===== src/iss_pkg.sv =====
// package: constants for the instruction-state switch and exception link block
`default_nettype none
package iss_pkg;
    localparam int unsigned STATE_BIT      = 5;               // state flag position in status word
    localparam logic [31:0] WIDE_STEP      = 32'h0000_0004;   // pc advance, 32-bit state
    localparam logic [31:0] CMP_STEP       = 32'h0000_0002;   // pc advance, compact state
    localparam logic [31:0] CMP_PC_READ    = 32'h0000_0004;   // defined pc read offset, compact
    localparam logic [31:0] LINK_OFF_UNDEF = 32'h0000_0002;   // undefined / sw interrupt
    localparam logic [31:0] LINK_OFF_PABT  = 32'h0000_0004;   // prefetch abort
    localparam logic [31:0] LINK_OFF_DABT  = 32'h0000_0008;   // data abort
    localparam logic [31:0] LINK_OFF_IRQ   = 32'h0000_0004;   // normal and fast interrupt
    localparam logic [31:0] RESET_PC       = 32'h0000_0000;   // pc after reset
    localparam logic [31:0] RESET_STATUS   = 32'h0000_00D3;   // status after reset, state clear
    localparam logic [3:0]  PC_INDEX       = 4'hF;            // program_counter_reg number
    localparam logic [3:0]  LOW_REG_LAST   = 4'h7;            // last register reachable in compact
    localparam int unsigned NUM_REGS       = 16;              // general registers

    // exception kinds
    typedef enum logic [2:0] {
        ISS_EXC_NONE, ISS_EXC_UNDEF, ISS_EXC_SOFT, ISS_EXC_PABT,
        ISS_EXC_DABT, ISS_EXC_IRQ, ISS_EXC_FAST
    } iss_exc_t;

    // causes of a program-counter write
    typedef enum logic [2:0] {
        ISS_WR_NONE, ISS_WR_PLAIN, ISS_WR_XCHG, ISS_WR_LXCHG, ISS_WR_LOAD, ISS_WR_RESTORE
    } iss_wr_t;
endpackage
`default_nettype wire

===== src/iss_core.sv =====
// instruction-state switch: fetch width, pc, register view, exception entry
`default_nettype none
// How it works
// - compact instructions are one 16-bit word
// - compact operands and addresses stay 32 bits
// - compact R0-R7 share the same storage
// - pc read in compact: bit0 zero
// - pc write in compact: bit0 discarded
// - defined compact pc read gives address plus 4
// - state flag lives at status bit 5
// - flag clear: 32-bit fetch, pc plus four
// - flag set: 16-bit fetch, pc plus two
// - branch exchange picks state from bit 0
// - link exchange and pc loads also select
// - status restore enters compact if flag set
// - exceptions switch to 32-bit before vector fetch
// - exception saves old flag in saved status
// - undefined or sw interrupt: link plus 2
// - prefetch abort: link plus 4
// - data abort: link plus 8
// - interrupts: link plus next plus 4
// - link register unknown after reset
// - compact set lacks coprocessor and status access
module iss_core (
    input  wire logic              ref_clk,       // core clock
    input  wire logic              rstn,          // async reset, active low
    // fetch side
    output logic [31:0]            fetch_addr,    // instruction fetch address
    output logic                   fetch_half,    // 1: 16-bit fetch, 0: 32-bit
    output logic                   fetch_req,     // fetch request
    input  wire logic              fetch_ack,     // fetch accepted, instruction returned
    input  wire logic [31:0]       fetch_data,    // returned instruction word
    output logic [31:0]            instr_word,    // issued instruction
    output logic [31:0]            instr_addr,    // address of issued instruction
    output logic                   instr_valid,   // issued instruction valid pulse
    output logic                   instr_compact, // issued instruction is compact
    output logic                   flush,         // discard pending fetches
    // register access from execute
    input  wire logic [3:0]        rd_idx,        // register read index
    output logic [31:0]            rd_data,       // register read data
    output logic                   rd_illegal,    // index unreachable in compact
    input  wire logic              wr_en,         // register write enable
    input  wire logic [3:0]        wr_idx,        // register write index
    input  wire logic [31:0]       wr_data,       // register write data
    // program-counter writers
    input  wire iss_pkg::iss_wr_t  pc_wr_kind,    // kind of pc write this cycle
    input  wire logic [31:0]       pc_wr_target,  // target of the pc write
    input  wire logic              late_arch,     // later architecture features present
    // operation class checks from decode
    input  wire logic              op_coproc,     // decoded coprocessor operation
    input  wire logic              op_status_acc, // decoded direct status access
    output logic                   op_undef,      // operation is undefined in this state
    // exceptions
    input  wire iss_pkg::iss_exc_t exc_kind,      // exception raised this cycle
    input  wire logic [31:0]       exc_fault_pc,  // address used for link value
    input  wire logic [31:0]       exc_wide_val,  // link value for 32-bit state
    input  wire logic [31:0]       exc_vector,    // hardware vector address
    input  wire logic [4:0]        exc_mode,      // mode bits to enter
    output logic [31:0]            link_register, // exception mode link register
    output logic [31:0]            current_status_word, // current status
    output logic [31:0]            saved_status_word    // saved status of exception mode
);
    // ---------------------------------------------------------------
    // state, pc and status
    // ---------------------------------------------------------------
    logic [31:0] pc_reg;
    logic [31:0] pc_next;
    logic [31:0] cur_reg;
    logic [31:0] cur_next;
    logic [31:0] sav_reg;
    logic [31:0] link_reg;
    logic [31:0] regs [0:iss_pkg::NUM_REGS-1];
    logic        compact;
    logic        new_state;
    logic        state_change;
    logic        exc_take;
    logic [31:0] link_val;
    logic        flush_reg;

    assign compact  = cur_reg[iss_pkg::STATE_BIT];
    assign exc_take = (exc_kind != iss_pkg::ISS_EXC_NONE);

    // target state for each pc writer
    always_comb begin
        new_state = compact;
        case (pc_wr_kind)
            iss_pkg::ISS_WR_XCHG:    new_state = pc_wr_target[0];
            iss_pkg::ISS_WR_LXCHG,
            iss_pkg::ISS_WR_LOAD:    new_state = late_arch ? pc_wr_target[0] : compact;
            iss_pkg::ISS_WR_RESTORE: new_state = sav_reg[iss_pkg::STATE_BIT];
            default:                 new_state = compact;
        endcase
        // exceptions always land in the 32-bit state
        if (exc_take) begin
            new_state = 1'b0;
        end
    end

    assign state_change = (new_state != compact);

    // next pc: exceptions win over branches, branches over sequential advance
    always_comb begin
        pc_next = pc_reg;
        if (exc_take) begin
            pc_next = exc_vector;
        end else if (pc_wr_kind != iss_pkg::ISS_WR_NONE) begin
            // bit 0 only selects the state; the pc itself is halfword aligned
            if (new_state) begin
                pc_next = {pc_wr_target[31:1], 1'b0};
            end else begin
                pc_next = {pc_wr_target[31:2], 2'b00};
            end
        end else if (fetch_ack && !flush_reg) begin
            // a refused answer must not move the pc, or the refetch skips a word
            pc_next = pc_reg + (compact ? iss_pkg::CMP_STEP
                                        : iss_pkg::WIDE_STEP);
        end
    end

    always_ff @(posedge ref_clk or negedge rstn) begin
        if (!rstn) begin
            pc_reg <= iss_pkg::RESET_PC;
        end else begin
            pc_reg <= pc_next;
        end
    end

    // current status: new state flag and exception mode
    always_comb begin
        cur_next = cur_reg;
        if (pc_wr_kind == iss_pkg::ISS_WR_RESTORE && !exc_take) begin
            cur_next = sav_reg;
        end
        if (exc_take) begin
            cur_next[4:0] = exc_mode;
        end
        cur_next[iss_pkg::STATE_BIT] = new_state;
    end

    always_ff @(posedge ref_clk or negedge rstn) begin
        if (!rstn) begin
            cur_reg <= iss_pkg::RESET_STATUS;
        end else begin
            cur_reg <= cur_next;
        end
    end

    // saved status keeps the flag in effect when the exception hit
    always_ff @(posedge ref_clk or negedge rstn) begin
        if (!rstn) begin
            sav_reg <= iss_pkg::RESET_STATUS;
        end else if (exc_take) begin
            sav_reg <= cur_reg;
        end
    end

    // ---------------------------------------------------------------
    // exception link register
    // ---------------------------------------------------------------
    iss_exc_link u_link (
        .compact  (compact),
        .kind     (exc_kind),
        .fault_pc (exc_fault_pc),
        .wide_val (exc_wide_val),
        .link_val (link_val)
    );

    // no reset: its content is undefined until the first exception
    always_ff @(posedge ref_clk) begin
        if (exc_take) begin
            link_reg <= link_val;
        end
    end

    // ---------------------------------------------------------------
    // fetch control
    // ---------------------------------------------------------------
    logic [31:0] word_reg;
    logic [31:0] iaddr_reg;
    logic        ivalid_reg;
    logic        icmp_reg;

    // one-cycle drop of the stale fetch after any state change
    always_ff @(posedge ref_clk or negedge rstn) begin
        if (!rstn) begin
            flush_reg <= 1'b0;
        end else begin
            flush_reg <= state_change | exc_take
                       | (pc_wr_kind != iss_pkg::ISS_WR_NONE);
        end
    end

    // issue: compact words take only the low halfword
    always_ff @(posedge ref_clk or negedge rstn) begin
        if (!rstn) begin
            word_reg   <= 32'h0000_0000;
            iaddr_reg  <= 32'h0000_0000;
            ivalid_reg <= 1'b0;
            icmp_reg   <= 1'b0;
        end else begin
            ivalid_reg <= fetch_ack & ~flush_reg & ~exc_take
                        & (pc_wr_kind == iss_pkg::ISS_WR_NONE);
            if (fetch_ack) begin
                word_reg  <= compact ? {16'h0000, fetch_data[15:0]}
                                     : fetch_data;
                iaddr_reg <= pc_reg;
                icmp_reg  <= compact;
            end
        end
    end

    assign fetch_addr    = pc_reg;
    assign fetch_half    = compact;
    assign fetch_req     = ~flush_reg;
    assign flush         = flush_reg;
    assign instr_word    = word_reg;
    assign instr_addr    = iaddr_reg;
    assign instr_valid   = ivalid_reg;
    assign instr_compact = icmp_reg;

    // ---------------------------------------------------------------
    // register file, shared by both states
    // ---------------------------------------------------------------
    // same array in both states, so the low eight need no copy
    always_ff @(posedge ref_clk) begin
        if (wr_en && wr_idx != iss_pkg::PC_INDEX) begin
            regs[wr_idx] <= wr_data;
        end
    end

    // pc reads as instruction address plus the per-state offset
    always_comb begin
        rd_data = regs[rd_idx];
        if (rd_idx == iss_pkg::PC_INDEX) begin
            if (icmp_reg) begin
                rd_data = {iaddr_reg[31:1] + iss_pkg::CMP_PC_READ[31:1], 1'b0};
            end else begin
                rd_data = iaddr_reg + (iss_pkg::WIDE_STEP << 1);
            end
        end
    end

    // high registers only through special forms, flagged to decode
    assign rd_illegal = icmp_reg & (rd_idx > iss_pkg::LOW_REG_LAST)
                      & (rd_idx != iss_pkg::PC_INDEX);

    // compact set has no coprocessor or direct status access
    assign op_undef = icmp_reg & (op_coproc | op_status_acc);

    assign link_register       = link_reg;
    assign current_status_word = cur_reg;
    assign saved_status_word   = sav_reg;

    // ---------------------------------------------------------------
    // checks
    // ---------------------------------------------------------------
    property p_exc_wide;
        @(posedge ref_clk) disable iff (!rstn)
        exc_take |=> !current_status_word[iss_pkg::STATE_BIT] && fetch_addr == $past(exc_vector);
    endproperty
    a_exc_wide: assert property (p_exc_wide) else $error("exception did not enter 32-bit");

    property p_saved_flag;
        @(posedge ref_clk) disable iff (!rstn)
        exc_take |=> saved_status_word[5] == $past(compact);
    endproperty
    a_saved_flag: assert property (p_saved_flag) else $error("saved flag wrong");

    property p_link_undef;
        @(posedge ref_clk) disable iff (!rstn)
        (exc_take && compact && exc_kind == iss_pkg::ISS_EXC_UNDEF)
        |=> link_register == $past(exc_fault_pc) + 32'h0000_0002;
    endproperty
    a_link_undef: assert property (p_link_undef) else $error("undef link wrong");

    property p_link_pabt;
        @(posedge ref_clk) disable iff (!rstn)
        (exc_take && compact && exc_kind == iss_pkg::ISS_EXC_PABT)
        |=> link_register == $past(exc_fault_pc) + 32'h0000_0004;
    endproperty
    a_link_pabt: assert property (p_link_pabt) else $error("pabt link wrong");

    property p_link_dabt;
        @(posedge ref_clk) disable iff (!rstn)
        (exc_take && compact && exc_kind == iss_pkg::ISS_EXC_DABT)
        |=> link_register == $past(exc_fault_pc) + 32'h0000_0008;
    endproperty
    a_link_dabt: assert property (p_link_dabt) else $error("dabt link wrong");

    property p_link_irq;
        @(posedge ref_clk) disable iff (!rstn)
        (exc_take && compact && exc_kind inside {iss_pkg::ISS_EXC_IRQ, iss_pkg::ISS_EXC_FAST})
        |=> link_register == $past(exc_fault_pc) + 32'h0000_0004;
    endproperty
    a_link_irq: assert property (p_link_irq) else $error("irq link wrong");

    property p_xchg_state;
        @(posedge ref_clk) disable iff (!rstn)
        (!exc_take && pc_wr_kind == iss_pkg::ISS_WR_XCHG)
        |=> current_status_word[5] == $past(pc_wr_target[0]) && !fetch_addr[0];
    endproperty
    a_xchg_state: assert property (p_xchg_state) else $error("exchange state wrong");

    property p_step;
        @(posedge ref_clk) disable iff (!rstn)
        (fetch_ack && !flush && !exc_take && pc_wr_kind == iss_pkg::ISS_WR_NONE)
        |=> fetch_addr == $past(fetch_addr) + ($past(compact) ? 32'h0000_0002 : 32'h0000_0004);
    endproperty
    a_step: assert property (p_step) else $error("pc step wrong");

    property p_flush;
        @(posedge ref_clk) disable iff (!rstn)
        (state_change || exc_take) |=> flush ##1 !instr_valid;
    endproperty
    a_flush: assert property (p_flush) else $error("stale fetch issued");

    property p_pc_read;
        @(posedge ref_clk) disable iff (!rstn)
        (instr_compact && rd_idx == 4'hF) |-> rd_data == instr_addr + 32'h0000_0004 && !rd_data[0];
    endproperty
    a_pc_read: assert property (p_pc_read) else $error("compact pc read wrong");

    property p_flush_hold;
        @(posedge ref_clk) disable iff (!rstn)
        (fetch_ack && flush && !exc_take && pc_wr_kind == iss_pkg::ISS_WR_NONE)
        |=> fetch_addr == $past(fetch_addr) && !instr_valid;
    endproperty
    a_flush_hold: assert property (p_flush_hold) else $error("refused fetch moved pc");

    property p_pcwr_refused;
        @(posedge ref_clk) disable iff (!rstn)
        (fetch_ack && pc_wr_kind != iss_pkg::ISS_WR_NONE)
        |=> !instr_valid;
    endproperty
    a_pcwr_refused: assert property (p_pcwr_refused) else $error("stale word issued");

    property p_undef_wide;
        @(posedge ref_clk) disable iff (!rstn)
        !instr_compact |-> !op_undef;
    endproperty
    a_undef_wide: assert property (p_undef_wide) else $error("wide op flagged undefined");
endmodule
`default_nettype wire


===== src/iss_exc_link.sv =====
// exception link value calculator for compact-state exceptions
`default_nettype none
module iss_exc_link (
    input  wire logic             compact,   // state flag in effect at exception
    input  wire iss_pkg::iss_exc_t kind,     // exception kind
    input  wire logic [31:0]      fault_pc,  // offending / aborted / next address
    input  wire logic [31:0]      wide_val,  // link value when in 32-bit state
    output logic [31:0]           link_val   // value loaded into link register
);
    // ---------------------------------------------------------------
    // offset selection
    // ---------------------------------------------------------------
    // only the compact state uses these offsets; the 32-bit path is passed in
    always_comb begin
        link_val = wide_val;
        if (compact) begin
            case (kind)
                iss_pkg::ISS_EXC_UNDEF,
                iss_pkg::ISS_EXC_SOFT:  link_val = fault_pc + iss_pkg::LINK_OFF_UNDEF;
                iss_pkg::ISS_EXC_PABT:  link_val = fault_pc + iss_pkg::LINK_OFF_PABT;
                iss_pkg::ISS_EXC_DABT:  link_val = fault_pc + iss_pkg::LINK_OFF_DABT;
                iss_pkg::ISS_EXC_IRQ,
                iss_pkg::ISS_EXC_FAST:  link_val = fault_pc + iss_pkg::LINK_OFF_IRQ;
                default:                link_val = wide_val;
            endcase
        end
    end
endmodule
`default_nettype wire


===== config.mk =====
export PLATFORM = sky130hd
export DESIGN_NAME = iss_core
export DESIGN_NICKNAME = d
export VERILOG_FILES = /design/src/iss_pkg.sv /design/src/iss_core.sv /design/src/iss_exc_link.sv
export SDC_FILE = /design/constraint.sdc
export NUM_CORES = 1
export LEC_CHECK = 0
export BUFFER_PORTS_ARGS = -buffer_cell sky130_fd_sc_hd__buf_2
export CAP_MARGIN = 20
export CORE_AREA = 2 2 298 300
export CTS_BUF_LIST = sky130_fd_sc_hd__clkbuf_4 sky130_fd_sc_hd__clkbuf_8
export DETAILED_ROUTE_END_ITERATION = 7
export DIE_AREA = 0 0 300 302
export GPL_TIMING_DRIVEN = 0
export PLACE_DENSITY = 0.52
export REMOVE_ABC_BUFFERS = 1
export SLEW_MARGIN = 20
export SYNTH_ARGS = -nofsm -noshare
export SYNTH_HDL_FRONTEND = slang
export SYNTH_SLANG_ARGS = --single-unit

===== constraint.sdc =====
create_clock -name ref_clk -period 11.95 [get_ports ref_clk]
set_clock_uncertainty 0.15 [all_clocks]
set_input_delay 3.585 -clock ref_clk [delete_from_list [all_inputs] [get_ports ref_clk]]
set_output_delay 3.585 -clock ref_clk [all_outputs]
set_load 0.02 [all_outputs]

Yosys cells after proc, flatten, opt, wreduce, memory -nomap -nowiden
Memory sizes are Yosys's and may differ from the RTL's.
Cells that the tools add are included.
{"block": "word_totals", "n_memories": 1, "wordCells": 74, "ram_bits": 512, "regBits": 195, "output_inout_bits": 231, "inputBits": 218}
{"name": "regs", "depth": 16, "width": 32, "read_ports": 1, "rd_ports_with_merged_regs": 0, "wr": 1, "line_no": "iss_core.sv:72", "text": "logic [31:0] regs [0:iss_pkg::NUM_REGS-1];"}
{"block": "op_classes", "reduce_logical": 13, "bitwise": 11, "mux": 17, "n_eq_ne": 14, "n_addsub": 6, "order_cmp": 1}
{"cell": "$mux W32", "count": 7}
{"cell": "$pmux W32 S3", "count": 1}
{"cell": "$add A32 B4 Y32 const B", "count": 2}
{"cell": "$add A32 B2 Y32 const B", "count": 1}
{"cell": "$add A32 B3 Y32", "count": 1}
{"cell": "$add A32 B3 Y32 const B", "count": 1}
{"cell": "$add A31 B2 Y31 const B", "count": 1}
{"cell": "$eq A3 B3 Y1 const B", "count": 5}
{"cell": "$eq A3 B2 Y1 const B", "count": 4}
{"cell": "$mux W5", "count": 2}
{"cell": "$reduce_bool A3 Y1", "count": 3}
{"cell": "$ne A4 B4 Y1 const B", "count": 2}
{"cell": "$and A1 B1 Y1", "count": 6}
{"cell": "$eq A4 B4 Y1 const B", "count": 1}
{"cell": "$gt A4 B3 Y1 const B", "count": 1}
{"cell": "$mux W1", "count": 4}
{"cell": "$reduce_or A2 Y1", "count": 2}
{"cell": "$eq A3 B1 Y1 const B", "count": 1}
{"cell": "$logic_and A1 B1 Y1", "count": 3}
{"cell": "$logic_not A3 Y1", "count": 1}
{"cell": "$mux W3", "count": 1}
{"cell": "$or A1 B1 Y1", "count": 3}
{"cell": "$pmux W1 S3", "count": 1}
{"cell": "$reduce_or A3 Y1", "count": 1}
{"cell": "other kinds (5)", "count": 7}

Longest topological paths before layout
{"block": "logic_depth", "depth_word": 7, "ltp_mapped": 10, "depth_no_buf": 7}

Cells and area by module
From an unflattened synthesis, not the netlist that was laid out.
{"block": "hier_totals", "cells_unflattened": 2027, "hier_area_um2": 30075.1}
{"module": "iss_core", "seq_area_each_um2": 19736.4, "area_each_um2": 27784.1, "instances": 1, "cells_per_inst": 1644}
{"module": "iss_exc_link", "seq_area_each_um2": 0.0, "area_each_um2": 2290.9, "instances": 1, "cells_per_inst": 383}

Worst setup path after synthesis
OpenSTA, ideal clock, no wires.
{"block": "synth_timing", "kind": "input to output", "startpoint": "in rd_idx[0]", "endpoint": "out rd_data[14]", "t_required_ps": 8215, "stages": 8, "n_path_buf": 4, "setup_slack_ps": 2923, "arrival_time_ps": 5292, "cell_sequence": "buf_2 > buf_6 > buf_2 > clkbuf_1 > o21ai_0 > o21ai_0 > mux4_2 > a21boi_0"}
{"block": "synth_via", "elab_chain_len": 2, "elab_cells_between_ends": 3, "cone_classes": "1 x eq/ne; 1 x mux; 1 x memory"}
{"item": "from (decl)", "line_no": "iss_core.sv:39", "text": "input wire logic [3:0] rd_idx,"}
{"item": "$mem_v2 Z16 W32 or $eq A4 B4 Y1 (tied branches)"}
{"item": "$mux W32 (*)", "line_no": "iss_core.sv:234", "text": "if (rd_idx == iss_pkg::PC_INDEX) begin"}
{"item": "to (decl)", "line_no": "iss_core.sv:40", "text": "output logic [31:0] rd_data,"}
Mark *: on every way between the ends. The rest lies on a longest branch, timed or not.

Worst setup path after layout
{"block": "layout_timing", "startpoint": "in rd_idx[0]", "endpoint": "out rd_data[10]"}
The elaborated chain is that of the path after synthesis.

==> results.py <==
metrics = {
    "setup_path": {
        "crit_arrival_ns": 6.11,
        "worstPathRequired_ns": 8.22,
        "end_kind": "output pin",
        "worstSetupPathType": "in2out",
        "cp-start-kind": "input port",
        "r2r_cells": 7,
        "worstPathMaxFanout": 58,
    },
    "timing": {
        "worst-slew-pin-transition_ns": 1.18,
        "maxSlewViolCount": 0,
        "max_freq_mhz": 102,
        "rsz0062_at_grt": "no",
        "hold_viol_final": 0,
        "slew-limit-headroom_pct": 21.2,
        "min_period_ns": 9.85,
        "setup_viol": 0,
        "fin_tns_setup_ns": 0,
        "post-route-period-util_pct": 82.4,
    },
    "synth": {
        "synthTopCellsByArea": "edfxtp_1 51%, dfrtp_1 13%, mux4_2 9.4%",
        "yosys_most_used_dff": "edfxtp_1",
        "synthTopCellsByCount": "518 x edfxtp_1, 203 x nand2_1, 153 x dfrtp_1",
        "yosys.area.top_type": "edfxtp_1",
        "synth-async-reset-ratio_pct": 23.9,
        "synth_top_area_share_pct": 51.3,
        "synth_seq_area_share_pct": 64.7,
        "synth-seq-cells": 681,
        "avgSynthCellArea_um2": 14.6,
        "syn_area_um2": 30300,
        "yosysWarnings": 0,
        "synth_edf_count": 518,
        "synth_most_common_cell": "edfxtp_1",
        "synth_cells": 2082,
        "ys_types": 89,
    },
    "clock_tree": {
        "clk_pin_slew_ns": 0.06,
        "cts_hold_buf": 0,
        "cts-root-buf": "clkbuf_8",
        "post_cts_resized": 0,
        "clock_latency_ns": 0.77,
        "clk_path_buf_depth": 3,
        "cts_buffers": 114,
        "cts_sinks": 681,
        "cts_tree": "yes",
        "cts-htree-levels": 3,
        "postCtsSetupBuffers": 0,
    },
    "power": {
        "peakVddDrop_uv": 85.4,
        "internal_power_mw": 4.04,
        "swShare_pct": 25.8,
        "power_switching_mw": 1.41,
        "powerDensity_nw_per_um2": 147,
        "clkPwrFrac_pct": 39.4,
        "report.power.total_mw": 5.45,
        "p_leak_nw": 13.9,
        "combPwrFrac_pct": 11.1,
        "pwr-share-seq_pct": 49.5,
    },
    "job": {
        "cap_violations": 0,
    },
    "layout": {
        "multi_input_area_um2": 10100,
        "final_cells": 3838,
        "seq_area_um2": 19600,
        "regMostFlops": "regs",
        "largest_register_ffs": 486,
        "nets": 2799,
        "fillerInstances": 8095,
        "areaGrowthSynthToFinish_pct": 22.3,
        "drive_above_1_share_pct": 36.6,
    },
    "global_route": {
        "grt_pass1_wl_um": 143000,
        "grt_overflow": 0,
        "gr-usage-all-layers_pct": 21.5,
        "antenna_found_initial": 20,
        "grt_start_max_net_pins": 92,
        "grt_pass1_vias": 20800,
    },
    "routing": {
        "drt.antenna.violating_nets": 0,
        "route.vias.total": 20700,
        "drtIter0Drc": 1839,
        "wl_per_cell_um": 25.9,
        "viasPerCell": 5.40,
        "drc_errors": 0,
        "routed_wl_um": 99400,
        "dr.pass1.iters": 8,
    },
    "floorplan": {
        "die_w_um": 300,
        "core_area_um2": 87600,
        "ios": 449,
        "core.rowCount": 109,
        "die_height_um": 302,
        "initial_core_util_pct": 34.7,
        "dieArea_um2": 90600,
    },
    "placement": {
        "hpwl_um": 70600,
        "numPortBuffers": 448,
        "gp_congestion": 0.924,
        "dp_cells": 3622,
    },
    "hold_path": {
        "whs_path_depth": 2,
        "hold_path.class": "reg2reg",
    },
    "run_status": {
        "status": "completed",
    },
}
## power groups by stage
stage	clock network, mW	registers, mW	logic (mW)
4_1_cts	2.21	2.70	0.611
5_1_grt	2.31	2.70	0.647
3_5_place_dp	0	2.74	0.609
2_1_floorplan	0	2.78	0.233
3_3_place_gp	0	2.74	0.590
6_report	2.15	2.70	0.605
## layout make-up
type / count / share of cell area [%]
tap: 1165 / 3.93
multi-input combinational: 1242 / 27.3
sequential: 681 / 52.9
inverter: 27 / 0.286
clock buffer: 172 / 5.60
clock inverter: 37 / 0.839
antenna: 7 / 0.0472
timing repair buffer: 507 / 9.10
## placed cells by master, fill, tap and decap left out, types with 46 or more instances in the layout
| cell type | n |
|---|---|
| edfxtp_1 | 518 |
| buf_2 | 442 |
| nand2_1 | 203 |
| dfrtp_1 | 153 |
| mux4_2 | 126 |
| clkbuf_8 | 126 |
| o21ai_0 | 117 |
| mux2_2 | 81 |
| a21oi_1 | 73 |
| nor2_1 | 68 |
| nand3_1 | 50 |
| xnor2_1 | 48 |
| clkbuf_4 | 46 |
## metal layers
| layer | wire length [µm] | GRT usage (%) | vias up |
|---|---|---|---|
| li1 | - | - | 9128 |
| met5 | 79 | 0 | - |
| met3 | 6990 | 4.67 | 157 |
| met4 | 2740 | 6.75 | 12 |
| met2 | 47700 | 35.5 | 768 |
| met1 | 41900 | 28.2 | 10700 |
## stage by stage
stage	worst slack, ns	util, %	hold slack [ns]	area (µm²)
after floorplan	3.48	-	0.341	29700
after detailed placement	2.08	39.6	0.305	34700
after CTS	2.08	42.4	0.318	37100
after global routing	1.93	42.4	0.343	37100
after global placement	-1.89	38.2	0.302	33400
final	2.10	42.4	0.316	37100
## cells by family (layout without fill, tap and decap cells)
kind of cell,count (synthesis),count (layout),share of synthesized area [%]
and+or+nand+nor,538,538,8.90
muxes,252,252,13.8
other,1,13,0.0124
buffers and inverters,164,743,2.37
adders and majority gates,9,9,0.388
xor gates and xnor gates,59,59,1.70
AOI/OAI and AO/OA,378,378,8.05
DFF,681,681,64.7
## worst max-delay path, cell delays in order
cell and delay [ns]:
buf_8 0.44, buf_16 0.32, mux4_2 0.55, mux2_2 0.27
a211oi_1 0.52, a21oi_1 0.09, buf_2 0.23
## worst paths after layout
path / start / to / slack [ns]
setup reg to reg: current_status_word[5]$_DFF_PN0_ / fetch_addr[30]$_DFFE_PN0P_ / 7.75
min in group asynchronous: rstn / current_status_word[22]$_DFFE_PN0P_ / 2.63
hold reg to reg: saved_status_word[7]$_DFFE_PN1N_ / saved_status_word[7]$_DFFE_PN1N_ / 0.32
max in group asynchronous: rstn / saved_status_word[1]$_DFFE_PN1N_ / 7.99
hold / removal: saved_status_word[7]$_DFFE_PN1N_ / saved_status_word[7]$_DFFE_PN1N_ / 0.32
setup / recovery: rd_idx[0] / rd_data[10] / 2.10
Power figures use the tool's default switching activity.
